`src/rtl/cabx_pkg.sv`:
```
// Constants, encodings and carrier types for the ALU and bit instruction execute block.
// Assumes a single 20 MHz core clock and a fetch stage on the same clock.
package cabx_pkg;

	// ----------------------------------------------------------------
	// Widths
	// ----------------------------------------------------------------
	localparam int DATA_W  = 8;
	localparam int FADDR_W = 7;
	localparam int INSTR_W = 14;
	localparam int PC_W    = 13;
	localparam int PORT_W  = 6;
	localparam int BUS_AW  = 8;

	// ----------------------------------------------------------------
	// Opcode fields
	// ----------------------------------------------------------------
	localparam logic [5:0] OP_XOR_LITERAL   = 6'h3A;
	localparam logic [5:0] OP_AND_LITERAL   = 6'h39;
	localparam logic [4:0] OP_ADD_LITERAL   = 5'h1F;
	localparam logic [5:0] OP_ADD_W_TO_FILE = 6'h07;
	localparam logic [3:0] OP_BIT_CLEAR     = 4'h4;
	localparam logic [3:0] OP_BIT_SET       = 4'h5;

	// ----------------------------------------------------------------
	// Special file addresses and status bits
	// ----------------------------------------------------------------
	localparam logic [6:0] FA_TIMER0_COUNT = 7'h01;
	localparam logic [6:0] FA_PC_LOW       = 7'h02;
	localparam logic [6:0] FA_STATUS       = 7'h03;
	localparam logic [6:0] FA_PORT_A       = 7'h05;
	localparam int         ST_C            = 0;
	localparam int         ST_DC           = 1;
	localparam int         ST_Z            = 2;

	// ----------------------------------------------------------------
	// Software port map and reset values
	// ----------------------------------------------------------------
	localparam logic [7:0]  BA_W        = 8'h80;
	localparam logic [7:0]  BA_CTRL     = 8'h81;
	localparam logic [7:0]  BA_PC_LO    = 8'h82;
	localparam logic [7:0]  BA_PC_HI    = 8'h83;
	localparam int          CTRL_PSA_T0 = 0;
	localparam logic [7:0]  CTRL_RESET  = 8'h00;
	localparam logic [7:0]  W_RESET     = 8'h00;
	localparam logic [7:0]  STAT_RESET  = 8'h00;
	localparam logic [12:0] PC_RESET    = 13'h0000;
	localparam logic [5:0]  LATCH_RESET = 6'h00;

	// ----------------------------------------------------------------
	// Types
	// ----------------------------------------------------------------
	typedef enum logic [2:0] {
		ALU_NONE, ALU_XOR, ALU_AND, ALU_ADD, ALU_BCLR, ALU_BSET
	} cabx_alu_op_t;

	typedef struct packed {
		logic z;
		logic dc;
		logic c;
	} cabx_flags_t;

	typedef struct packed {
		cabx_alu_op_t op;
		logic         lit;
		logic         to_file;
		logic [2:0]   bit_sel;
		logic [6:0]   faddr;
		logic [7:0]   literal;
	} cabx_decode_t;

	typedef struct packed {
		logic [7:0] addr;
		logic [7:0] wdata;
		logic       wr;
		logic       rd;
	} cabx_bus_req_t;

endpackage

```
`src/rtl/cabx_alu.sv`:
```
// Combinational ALU for the execute block: logic, add and single-bit edits.
// Assumes operands settle within one core clock cycle.
`timescale 1ns/1ps
module cabx_alu (
	// Operation
	input  wire cabx_pkg::cabx_alu_op_t op,
	input  wire logic [7:0]             a,
	input  wire logic [7:0]             b,
	input  wire logic [2:0]             bit_sel,
	// Result
	output logic [7:0]                  result,
	output cabx_pkg::cabx_flags_t       flags,
	output cabx_pkg::cabx_flags_t       upd
);
	import cabx_pkg::*;

	logic [4:0] low_sum;
	logic [8:0] full_sum;

	// ----------------------------------------------------------------
	// Adder
	// ----------------------------------------------------------------
	assign low_sum  = {1'b0, a[3:0]} + {1'b0, b[3:0]};
	assign full_sum = {1'b0, a} + {1'b0, b};

	// ----------------------------------------------------------------
	// Operation select
	// ----------------------------------------------------------------
	always_comb begin
		result = b;
		upd    = '0;
		case (op)
			ALU_XOR: begin
				result = a ^ b;
				upd.z  = 1'b1;
			end
			ALU_AND: begin
				result = a & b;
				upd.z  = 1'b1;
			end
			ALU_ADD: begin
				result = full_sum[7:0];
				upd    = '1;
			end
			ALU_BCLR: result = b & ~(8'h01 << bit_sel);
			ALU_BSET: result = b | (8'h01 << bit_sel);
			default:  result = b;
		endcase
	end

	assign flags.z  = (result == 8'h00);
	assign flags.c  = full_sum[8];
	assign flags.dc = low_sum[4];

endmodule // cabx_alu

```
`src/rtl/cabx_exec.sv`:
```
// Execute stage for literal logic, add and bit edit instructions of an 8-bit core.
// Assumes instructions arrive from a fetch stage on SYS_CLK and port pins are asynchronous.
`timescale 1ns/1ps
module cabx_exec (
	// Clock and reset
	input  wire logic                  SYS_CLK,
	input  wire logic                  RST_N,
	// Instruction stream
	input  wire logic [13:0]           INSTR,
	input  wire logic                  INSTR_VALID,
	output logic                       INSTR_READY,
	// Software port
	input  wire cabx_pkg::cabx_bus_req_t BUS_REQ,
	output logic [7:0]                 BUS_RDATA,
	// Port pins
	input  wire logic [5:0]            PORT_PINS,
	output logic [5:0]                 PORT_OUT,
	// Core state
	output logic                       PRESCALER_CLEAR,
	output logic [12:0]                PROGRAM_COUNTER,
	output logic [7:0]                 W_REG,
	output logic [7:0]                 STATUS_FLAGS
);
	import cabx_pkg::*;

	typedef enum logic {CABX_EXEC, CABX_NOP} cabx_state_t;

	// ----------------------------------------------------------------
	// Storage and wires
	// ----------------------------------------------------------------
	logic [7:0]   file_mem [0:127];
	logic [5:0]   pin_meta;
	logic [5:0]   pin_sync;
	logic [7:0]   ctrl;
	cabx_state_t  state;
	cabx_decode_t dec;
	logic         take;
	logic [7:0]   operand;
	logic [7:0]   result;
	cabx_flags_t  flags;
	cabx_flags_t  upd;
	logic         file_wr;
	logic         w_wr;
	logic         pc_wr;
	logic         bus_file_wr;

	// ----------------------------------------------------------------
	// Pin synchroniser
	// ----------------------------------------------------------------
	always_ff @(posedge SYS_CLK or negedge RST_N) begin
		if (!RST_N) begin
			pin_meta <= LATCH_RESET;
			pin_sync <= LATCH_RESET;
		end else begin
			pin_meta <= PORT_PINS;
			pin_sync <= pin_meta;
		end
	end

	// Port and status reads never come from the array: the port reads the synchronised pins
	function automatic logic [7:0] read_file(input logic [6:0] fa);
		if (fa == FA_PORT_A)
			return {2'b00, pin_sync};
		else if (fa == FA_STATUS)
			return STATUS_FLAGS;
		else if (fa == FA_PC_LOW)
			return PROGRAM_COUNTER[7:0];
		else
			return file_mem[fa];
	endfunction

	// ----------------------------------------------------------------
	// Decode
	// ----------------------------------------------------------------
	always_comb begin
		dec         = '0;
		dec.op      = ALU_NONE;
		dec.literal = INSTR[7:0];
		dec.faddr   = INSTR[6:0];
		dec.bit_sel = INSTR[9:7];
		if (INSTR[13:8] == OP_XOR_LITERAL) begin
			dec.op  = ALU_XOR;
			dec.lit = 1'b1;
		end else if (INSTR[13:8] == OP_AND_LITERAL) begin
			dec.op  = ALU_AND;
			dec.lit = 1'b1;
		end else if (INSTR[13:9] == OP_ADD_LITERAL) begin
			dec.op  = ALU_ADD;
			dec.lit = 1'b1;
		end else if (INSTR[13:8] == OP_ADD_W_TO_FILE) begin
			dec.op      = ALU_ADD;
			dec.to_file = INSTR[7];
		end else if (INSTR[13:10] == OP_BIT_CLEAR) begin
			dec.op      = ALU_BCLR;
			dec.to_file = 1'b1;
		end else if (INSTR[13:10] == OP_BIT_SET) begin
			dec.op      = ALU_BSET;
			dec.to_file = 1'b1;
		end
	end

	// ----------------------------------------------------------------
	// Execute
	// ----------------------------------------------------------------
	assign INSTR_READY = (state == CABX_EXEC);
	assign take        = INSTR_VALID && INSTR_READY;
	// Procedural so a file, pin or status change seen inside the function re-evaluates it
	always_comb begin
		operand = dec.lit ? dec.literal : read_file(dec.faddr);
	end
	assign file_wr     = take && dec.to_file && (dec.op != ALU_NONE);
	assign w_wr        = take && !dec.to_file && (dec.op != ALU_NONE);
	assign pc_wr       = file_wr && (dec.faddr == FA_PC_LOW);
	assign bus_file_wr = BUS_REQ.wr && !BUS_REQ.addr[7];

	cabx_alu u_alu (
		.op      (dec.op),
		.a       (W_REG),
		.b       (operand),
		.bit_sel (dec.bit_sel),
		.result  (result),
		.flags   (flags),
		.upd     (upd)
	);

	// Two-cycle sequencing on a program counter low write; the second cycle takes no instruction
	always_ff @(posedge SYS_CLK or negedge RST_N) begin
		if (!RST_N)
			state <= CABX_EXEC;
		else begin
			case (state)
				CABX_EXEC: if (pc_wr) state <= CABX_NOP;
				CABX_NOP:  state <= CABX_EXEC;
				default:   state <= CABX_EXEC;
			endcase
		end
	end

	// Program counter: steps per instruction, low byte loaded on file write
	always_ff @(posedge SYS_CLK or negedge RST_N) begin
		if (!RST_N)
			PROGRAM_COUNTER <= PC_RESET;
		else if (pc_wr)
			PROGRAM_COUNTER <= {PROGRAM_COUNTER[12:8], result};
		else if (take)
			PROGRAM_COUNTER <= PROGRAM_COUNTER + 13'h0001;
		else if (BUS_REQ.wr && BUS_REQ.addr == BA_PC_LO)
			PROGRAM_COUNTER <= {PROGRAM_COUNTER[12:8], BUS_REQ.wdata};
		else if (BUS_REQ.wr && BUS_REQ.addr == BA_PC_HI)
			PROGRAM_COUNTER <= {BUS_REQ.wdata[4:0], PROGRAM_COUNTER[7:0]};
	end

	// Working register; instruction writes win over software writes
	always_ff @(posedge SYS_CLK or negedge RST_N) begin
		if (!RST_N)
			W_REG <= W_RESET;
		else if (w_wr)
			W_REG <= result;
		else if (BUS_REQ.wr && BUS_REQ.addr == BA_W)
			W_REG <= BUS_REQ.wdata;
	end

	// Status: a plain write lands first, then flag updates override their bits
	always_ff @(posedge SYS_CLK or negedge RST_N) begin
		if (!RST_N)
			STATUS_FLAGS <= STAT_RESET;
		else begin
			if (file_wr && dec.faddr == FA_STATUS)
				STATUS_FLAGS <= result;
			else if (bus_file_wr && BUS_REQ.addr[6:0] == FA_STATUS)
				STATUS_FLAGS <= BUS_REQ.wdata;
			if (take && upd.z)
				STATUS_FLAGS[ST_Z] <= flags.z;
			if (take && upd.c)
				STATUS_FLAGS[ST_C] <= flags.c;
			if (take && upd.dc)
				STATUS_FLAGS[ST_DC] <= flags.dc;
		end
	end

	// Port output latch; a rewrite copies pin levels into it
	always_ff @(posedge SYS_CLK or negedge RST_N) begin
		if (!RST_N)
			PORT_OUT <= LATCH_RESET;
		else if (file_wr && dec.faddr == FA_PORT_A)
			PORT_OUT <= result[5:0];
		else if (bus_file_wr && BUS_REQ.addr[6:0] == FA_PORT_A)
			PORT_OUT <= BUS_REQ.wdata[5:0];
	end

	// Control: prescaler ownership
	always_ff @(posedge SYS_CLK or negedge RST_N) begin
		if (!RST_N)
			ctrl <= CTRL_RESET;
		else if (BUS_REQ.wr && BUS_REQ.addr == BA_CTRL)
			ctrl <= BUS_REQ.wdata;
	end

	// Prescaler clear pulse, one cycle after the timer write
	always_ff @(posedge SYS_CLK or negedge RST_N) begin
		if (!RST_N)
			PRESCALER_CLEAR <= 1'b0;
		else
			PRESCALER_CLEAR <= file_wr && (dec.faddr == FA_TIMER0_COUNT)
			                   && ctrl[CTRL_PSA_T0];
	end

	// ----------------------------------------------------------------
	// File array
	// ----------------------------------------------------------------
	// No reset on the array: contents are undefined after power-up, as in the core
	always_ff @(posedge SYS_CLK) begin
		if (bus_file_wr)
			file_mem[BUS_REQ.addr[6:0]] <= BUS_REQ.wdata;
		if (file_wr)
			file_mem[dec.faddr] <= result;
	end

	// ----------------------------------------------------------------
	// Software read port
	// ----------------------------------------------------------------
	always_ff @(posedge SYS_CLK or negedge RST_N) begin
		if (!RST_N)
			BUS_RDATA <= 8'h00;
		else if (BUS_REQ.rd) begin
			if (!BUS_REQ.addr[7])
				BUS_RDATA <= read_file(BUS_REQ.addr[6:0]);
			else begin
				case (BUS_REQ.addr)
					BA_W:     BUS_RDATA <= W_REG;
					BA_CTRL:  BUS_RDATA <= ctrl;
					BA_PC_LO: BUS_RDATA <= PROGRAM_COUNTER[7:0];
					BA_PC_HI: BUS_RDATA <= {3'b000, PROGRAM_COUNTER[12:8]};
					default:  BUS_RDATA <= 8'h00;
				endcase
			end
		end
	end

endmodule // cabx_exec

```
`config.mk`:
```
export PLATFORM = sky130hd
export DESIGN_NAME = cabx_exec
export DESIGN_NICKNAME = d
export VERILOG_FILES = /design/src/rtl/cabx_pkg.sv /design/src/rtl/cabx_alu.sv /design/src/rtl/cabx_exec.sv
export SDC_FILE = /design/constraint.sdc
export NUM_CORES = 2
export LEC_CHECK = 0
export BUFFER_PORTS_ARGS = -buffer_cell sky130_fd_sc_hd__buf_4
export CORE_MARGIN = 10
export CORE_UTILIZATION = 55
export DETAILED_ROUTE_END_ITERATION = 8
export PLACE_DENSITY_LB_ADDON = 0.15
export SYNTH_ARGS = -nofsm -noshare
export SYNTH_HDL_FRONTEND = slang
export SYNTH_HIERARCHICAL = 1
export SYNTH_SLANG_ARGS = --single-unit
```
`constraint.sdc`:
```
create_clock -name SYS_CLK -period 8.75 [get_ports SYS_CLK]
set_input_delay 1.3125 -clock SYS_CLK [delete_from_list [all_inputs] [get_ports SYS_CLK]]
set_output_delay 1.3125 -clock SYS_CLK [all_outputs]
set_load 0.01 [all_outputs]
```
==> impl_metrics.py <==
metrics = {
    "sta": {
        "skew_ns": 0.0421,
        "rsz0062_at_grt": "false",
        "setup_tns_ns": 0,
        "tightest_slew_ns": 1.42,
        "relSlewSlack": 0.0533,
        "setup_violations": 0,
        "hold_violations": 0,
        "finalCriticalPeriod_ns": 7.46,
        "period_share": 0.852,
        "slew_violations": 0,
        "fmax_mhz": 134,
    },
    "synthesis": {
        "netlist_area_um2": 67200,
        "synth.avg_cell_area_um2": 13.9,
        "synthSimpleGateAreaFrac": 0.0587,
        "synth-xor-area-share": 0.00143,
        "yosys.area_share.adder": 0.00197,
        "synth_async_sr_flop_share": 0.0598,
        "synth-edff-count": 1022,
        "synth_compound_area_frac": 0.0935,
        "postSynthCellCount": 4848,
        "synthTopCellsByCount": "1,052 x mux2_2, 1,022 x edfxtp_1, 358 x clkbuf_1",
        "synth_area_leader_cell": "edfxtp_1",
        "ys_ff_latch": 1087,
        "yosysSeqAreaShare": 0.481,
        "synth.most_common_cell": "mux2_2",
        "synth.area.top_cells": "edfxtp_1 46%, mux2_2 18%, mux4_2 12%, dfrtp_1 2.4%, a221oi_1 2.0%",
        "syn-num-nets": 4899,
        "synth_top_family_by_area": "multiplexers",
        "synth_ff_type": "edfxtp_1",
        "synth.mux.area_fraction": 0.327,
        "synth_top_area_frac": 0.456,
        "yosysWarnings": 6,
        "yosys.cell_types.count": 93,
    },
    "worst_setup_path": {
        "timing.critical_path.from": "INSTR[1]",
        "cp_slowest_stage_delay_ns": 0.85,
        "cp_num_cells": 17,
        "worst-endpoint-arrival_ns": 8.11,
        "worstRegToRegCells": 15,
        "reg2reg_slack_ns": 2.50,
        "crit_path_top_delay_cell": "o22ai_4",
        "start_kind": "primary input",
        "crit_path_max_fanout": 86,
        "path_buf_inv": 3,
        "crit_end": "file_mem[99][6]",
        "crit_chain": "buf_8 > buf_4 > mux4_2 > a22oi_1 > nand2_1 > a21oi_1 > a21oi_1 > a211oi_1 > o22ai_1 > ha_1 > nand2b_1 > a21oi_1 > and3b_1 > a211oi_1 > o22ai_4 > buf_4 > mux2_2",
        "crit_type": "in2reg",
        "r2r-start": "file_mem[118][2]",
        "crit_required_ns": 9.40,
        "cp_top_family": "compound AO/OA/AOI/OAI gates",
        "worst_setup_path_end_kind": "register",
        "r2r_end": "file_mem[99][6]",
        "crit_top_cell": "a21oi_1",
    },
    "detailed_routing": {
        "viasPerCell": 7.96,
        "wl_met1_um": 97600,
        "drc": 0,
        "routed_wl_um": 277000,
        "dr.pass1.iters": 9,
        "wl_per_cell_um": 42.9,
        "wl_met3_um": 44400,
        "vias": 51300,
        "dr_wl_met2_um": 113000,
        "drtIter0Drc": 9479,
        "ant_nets": 0,
        "highest_layer": "met5",
    },
    "layout": {
        "final_nets": 4752,
        "drive_gt1_frac": 0.420,
        "fin_area_um2": 73400,
        "syn_to_final_growth_pct": 9.20,
    },
    "placement": {
        "portBuffers": 85,
        "place_area_um2": 69400,
        "finalWeightedCongestion": 1.04,
        "dpl.hpwl_um": 178000,
    },
    "clocking": {
        "clk_path_buf_depth": 3,
        "cts_buffers": 120,
        "root_buffer": "clkbuf_16",
        "hold_buffers": 0,
        "clkSlewWorstSetupHoldPaths_ns": 0.06,
        "clock_latency_ns": 0.80,
        "cts_tree": "done",
        "cts_resized": 0,
        "postCtsSetupBuffers": 0,
        "clock-sinks": 1087,
        "htree_levels": 3,
    },
    "grt": {
        "grt-ovfl-total": 0,
        "grt_pass1_wl_um": 382000,
        "grt_antenna_before_repair": 20,
        "grt_max_degree": 105,
        "first_global_vias": 48300,
        "grt_use_total": 0.393,
    },
    "min_path": {
        "hp-class": "reg2reg",
    },
    "floorplanning": {
        "num_rows": 128,
        "die_h_um": 370,
        "core_um2": 122000,
        "boundaryPins": 86,
        "initial_core_util": 0.553,
        "dieArea_um2": 137000,
        "die_w_um": 370,
    },
    "power": {
        "ir_drop_v": 0.000165,
        "p_per_area_nw_per_um2": 181,
        "power.leakage_nw": 24.2,
    },
    "run_status": {
        "status": "finished, final reports clean",
    },
    "flow_run": {
        "cap_violations": 0,
    },
}
## state kept, by name, summed over array words and instances (netlist names), 6 cells and up
| register | cells |
|---|---|
| file_mem | 1022 |
| PROGRAM_COUNTER | 13 |
| BUS_RDATA | 8 |
| STATUS_FLAGS | 8 |
| W_REG | 8 |
| ctrl | 8 |
| PORT_OUT | 6 |
| pin_meta | 6 |
| pin_sync | 6 |
## worst min path at each step
| stage | start | to | slack [ns] | cells past startpoint |
|---|---|---|---|---|
| detailed placement | pin_meta[5] | pin_sync[5] | 0.34 | 0 |
| global route | pin_meta[5] | pin_sync[5] | 0.37 | 0 |
| floorplan | pin_meta[0] | pin_sync[0] | 0.33 | 0 |
| CTS | pin_meta[5] | pin_sync[5] | 0.36 | 0 |
| finish | pin_meta[5] | pin_sync[5] | 0.35 | 0 |
| global placement | pin_meta[2] | pin_sync[2] | 0.34 | 0 |
## stage by stage
step	setup slack, ns	power, W	hold WS, ns	utilization	cells
floorplan	3.00	0.00715	0.331	-	4848
CTS	1.89	0.0131	0.355	0.604	6426
detailed placement	1.12	0.00805	0.336	0.571	6203
finish	1.29	0.0133	0.352	0.604	6446
global placement	1.02	0.00803	0.336	0.571	6203
global route	1.50	0.0135	0.368	0.604	6432
## layout make-up
cell class | count | area, um^2
Clock buffer | 149 | 3260
Inverter | 18 | 70.1
Multi-Input combinational cell | 3197 | 32700
Tap cell | 1625 | 2030
Antenna cell | 19 | 47.5
Sequential cell | 1087 | 32300
Fill cell | 9487 | 48100
Clock inverter | 74 | 677
Timing Repair Buffer | 277 | 2350
## report_power, final
| group | total (W) | switching [W] | internal [W] |
|---|---|---|---|
| Sequential | 0.00582 | 0.0000894 | 0.00573 |
| Clock | 0.00523 | 0.00227 | 0.00295 |
| Combinational | 0.00226 | 0.00152 | 0.000735 |
| Total | 0.0133 | 0.00389 | 0.00942 |
## routing by layer
metal | vias up | GRT usage
li1 | 19300 | -
met4 | 20 | 0.233
met5 | - | 0.0135
met3 | 1157 | 0.165
met2 | 4810 | 0.542
met1 | 26000 | 0.513
## cell families after synthesis
logic type | after synthesis
buffers and inverters | 564
XOR/XNOR | 11
AND/OR/NAND/NOR | 692
adder cells (fa/ha/maj) | 10
flip-flops | 1087
AO/OA/AOI/OAI | 873
multiplexers | 1611
## cell usage in the layout, fill, tap and decap left out, drive strengths merged, types with 119 or more instances in the layout
master / Yosys / final
a221oi: 155 / 155
buf: 188 / 275
clkbuf: 358 / 151
edfxtp: 1022 / 1022
mux2: 1166 / 1166
mux4: 349 / 349
nand2: 252 / 252
nor2: 206 / 206
o21ai: 137 / 137
o22ai: 119 / 119
## worst reg2reg max path, cell delays in order, from the launching register on
cell and delay [ns]:
edfxtp_1 0.40, mux4_2 0.48, a22oi_1 0.52, nand2_1 0.26
a21oi_1 0.51, a21oi_1 0.25, a211oi_1 0.57, o22ai_1 0.40
ha_1 0.47, nand2b_1 0.14, a21oi_1 0.28, and3b_1 0.21
a211oi_1 0.07, o22ai_4 0.85, buf_4 0.48, mux2_2 0.24
No activity file was read; power rests on OpenSTA's default activity.
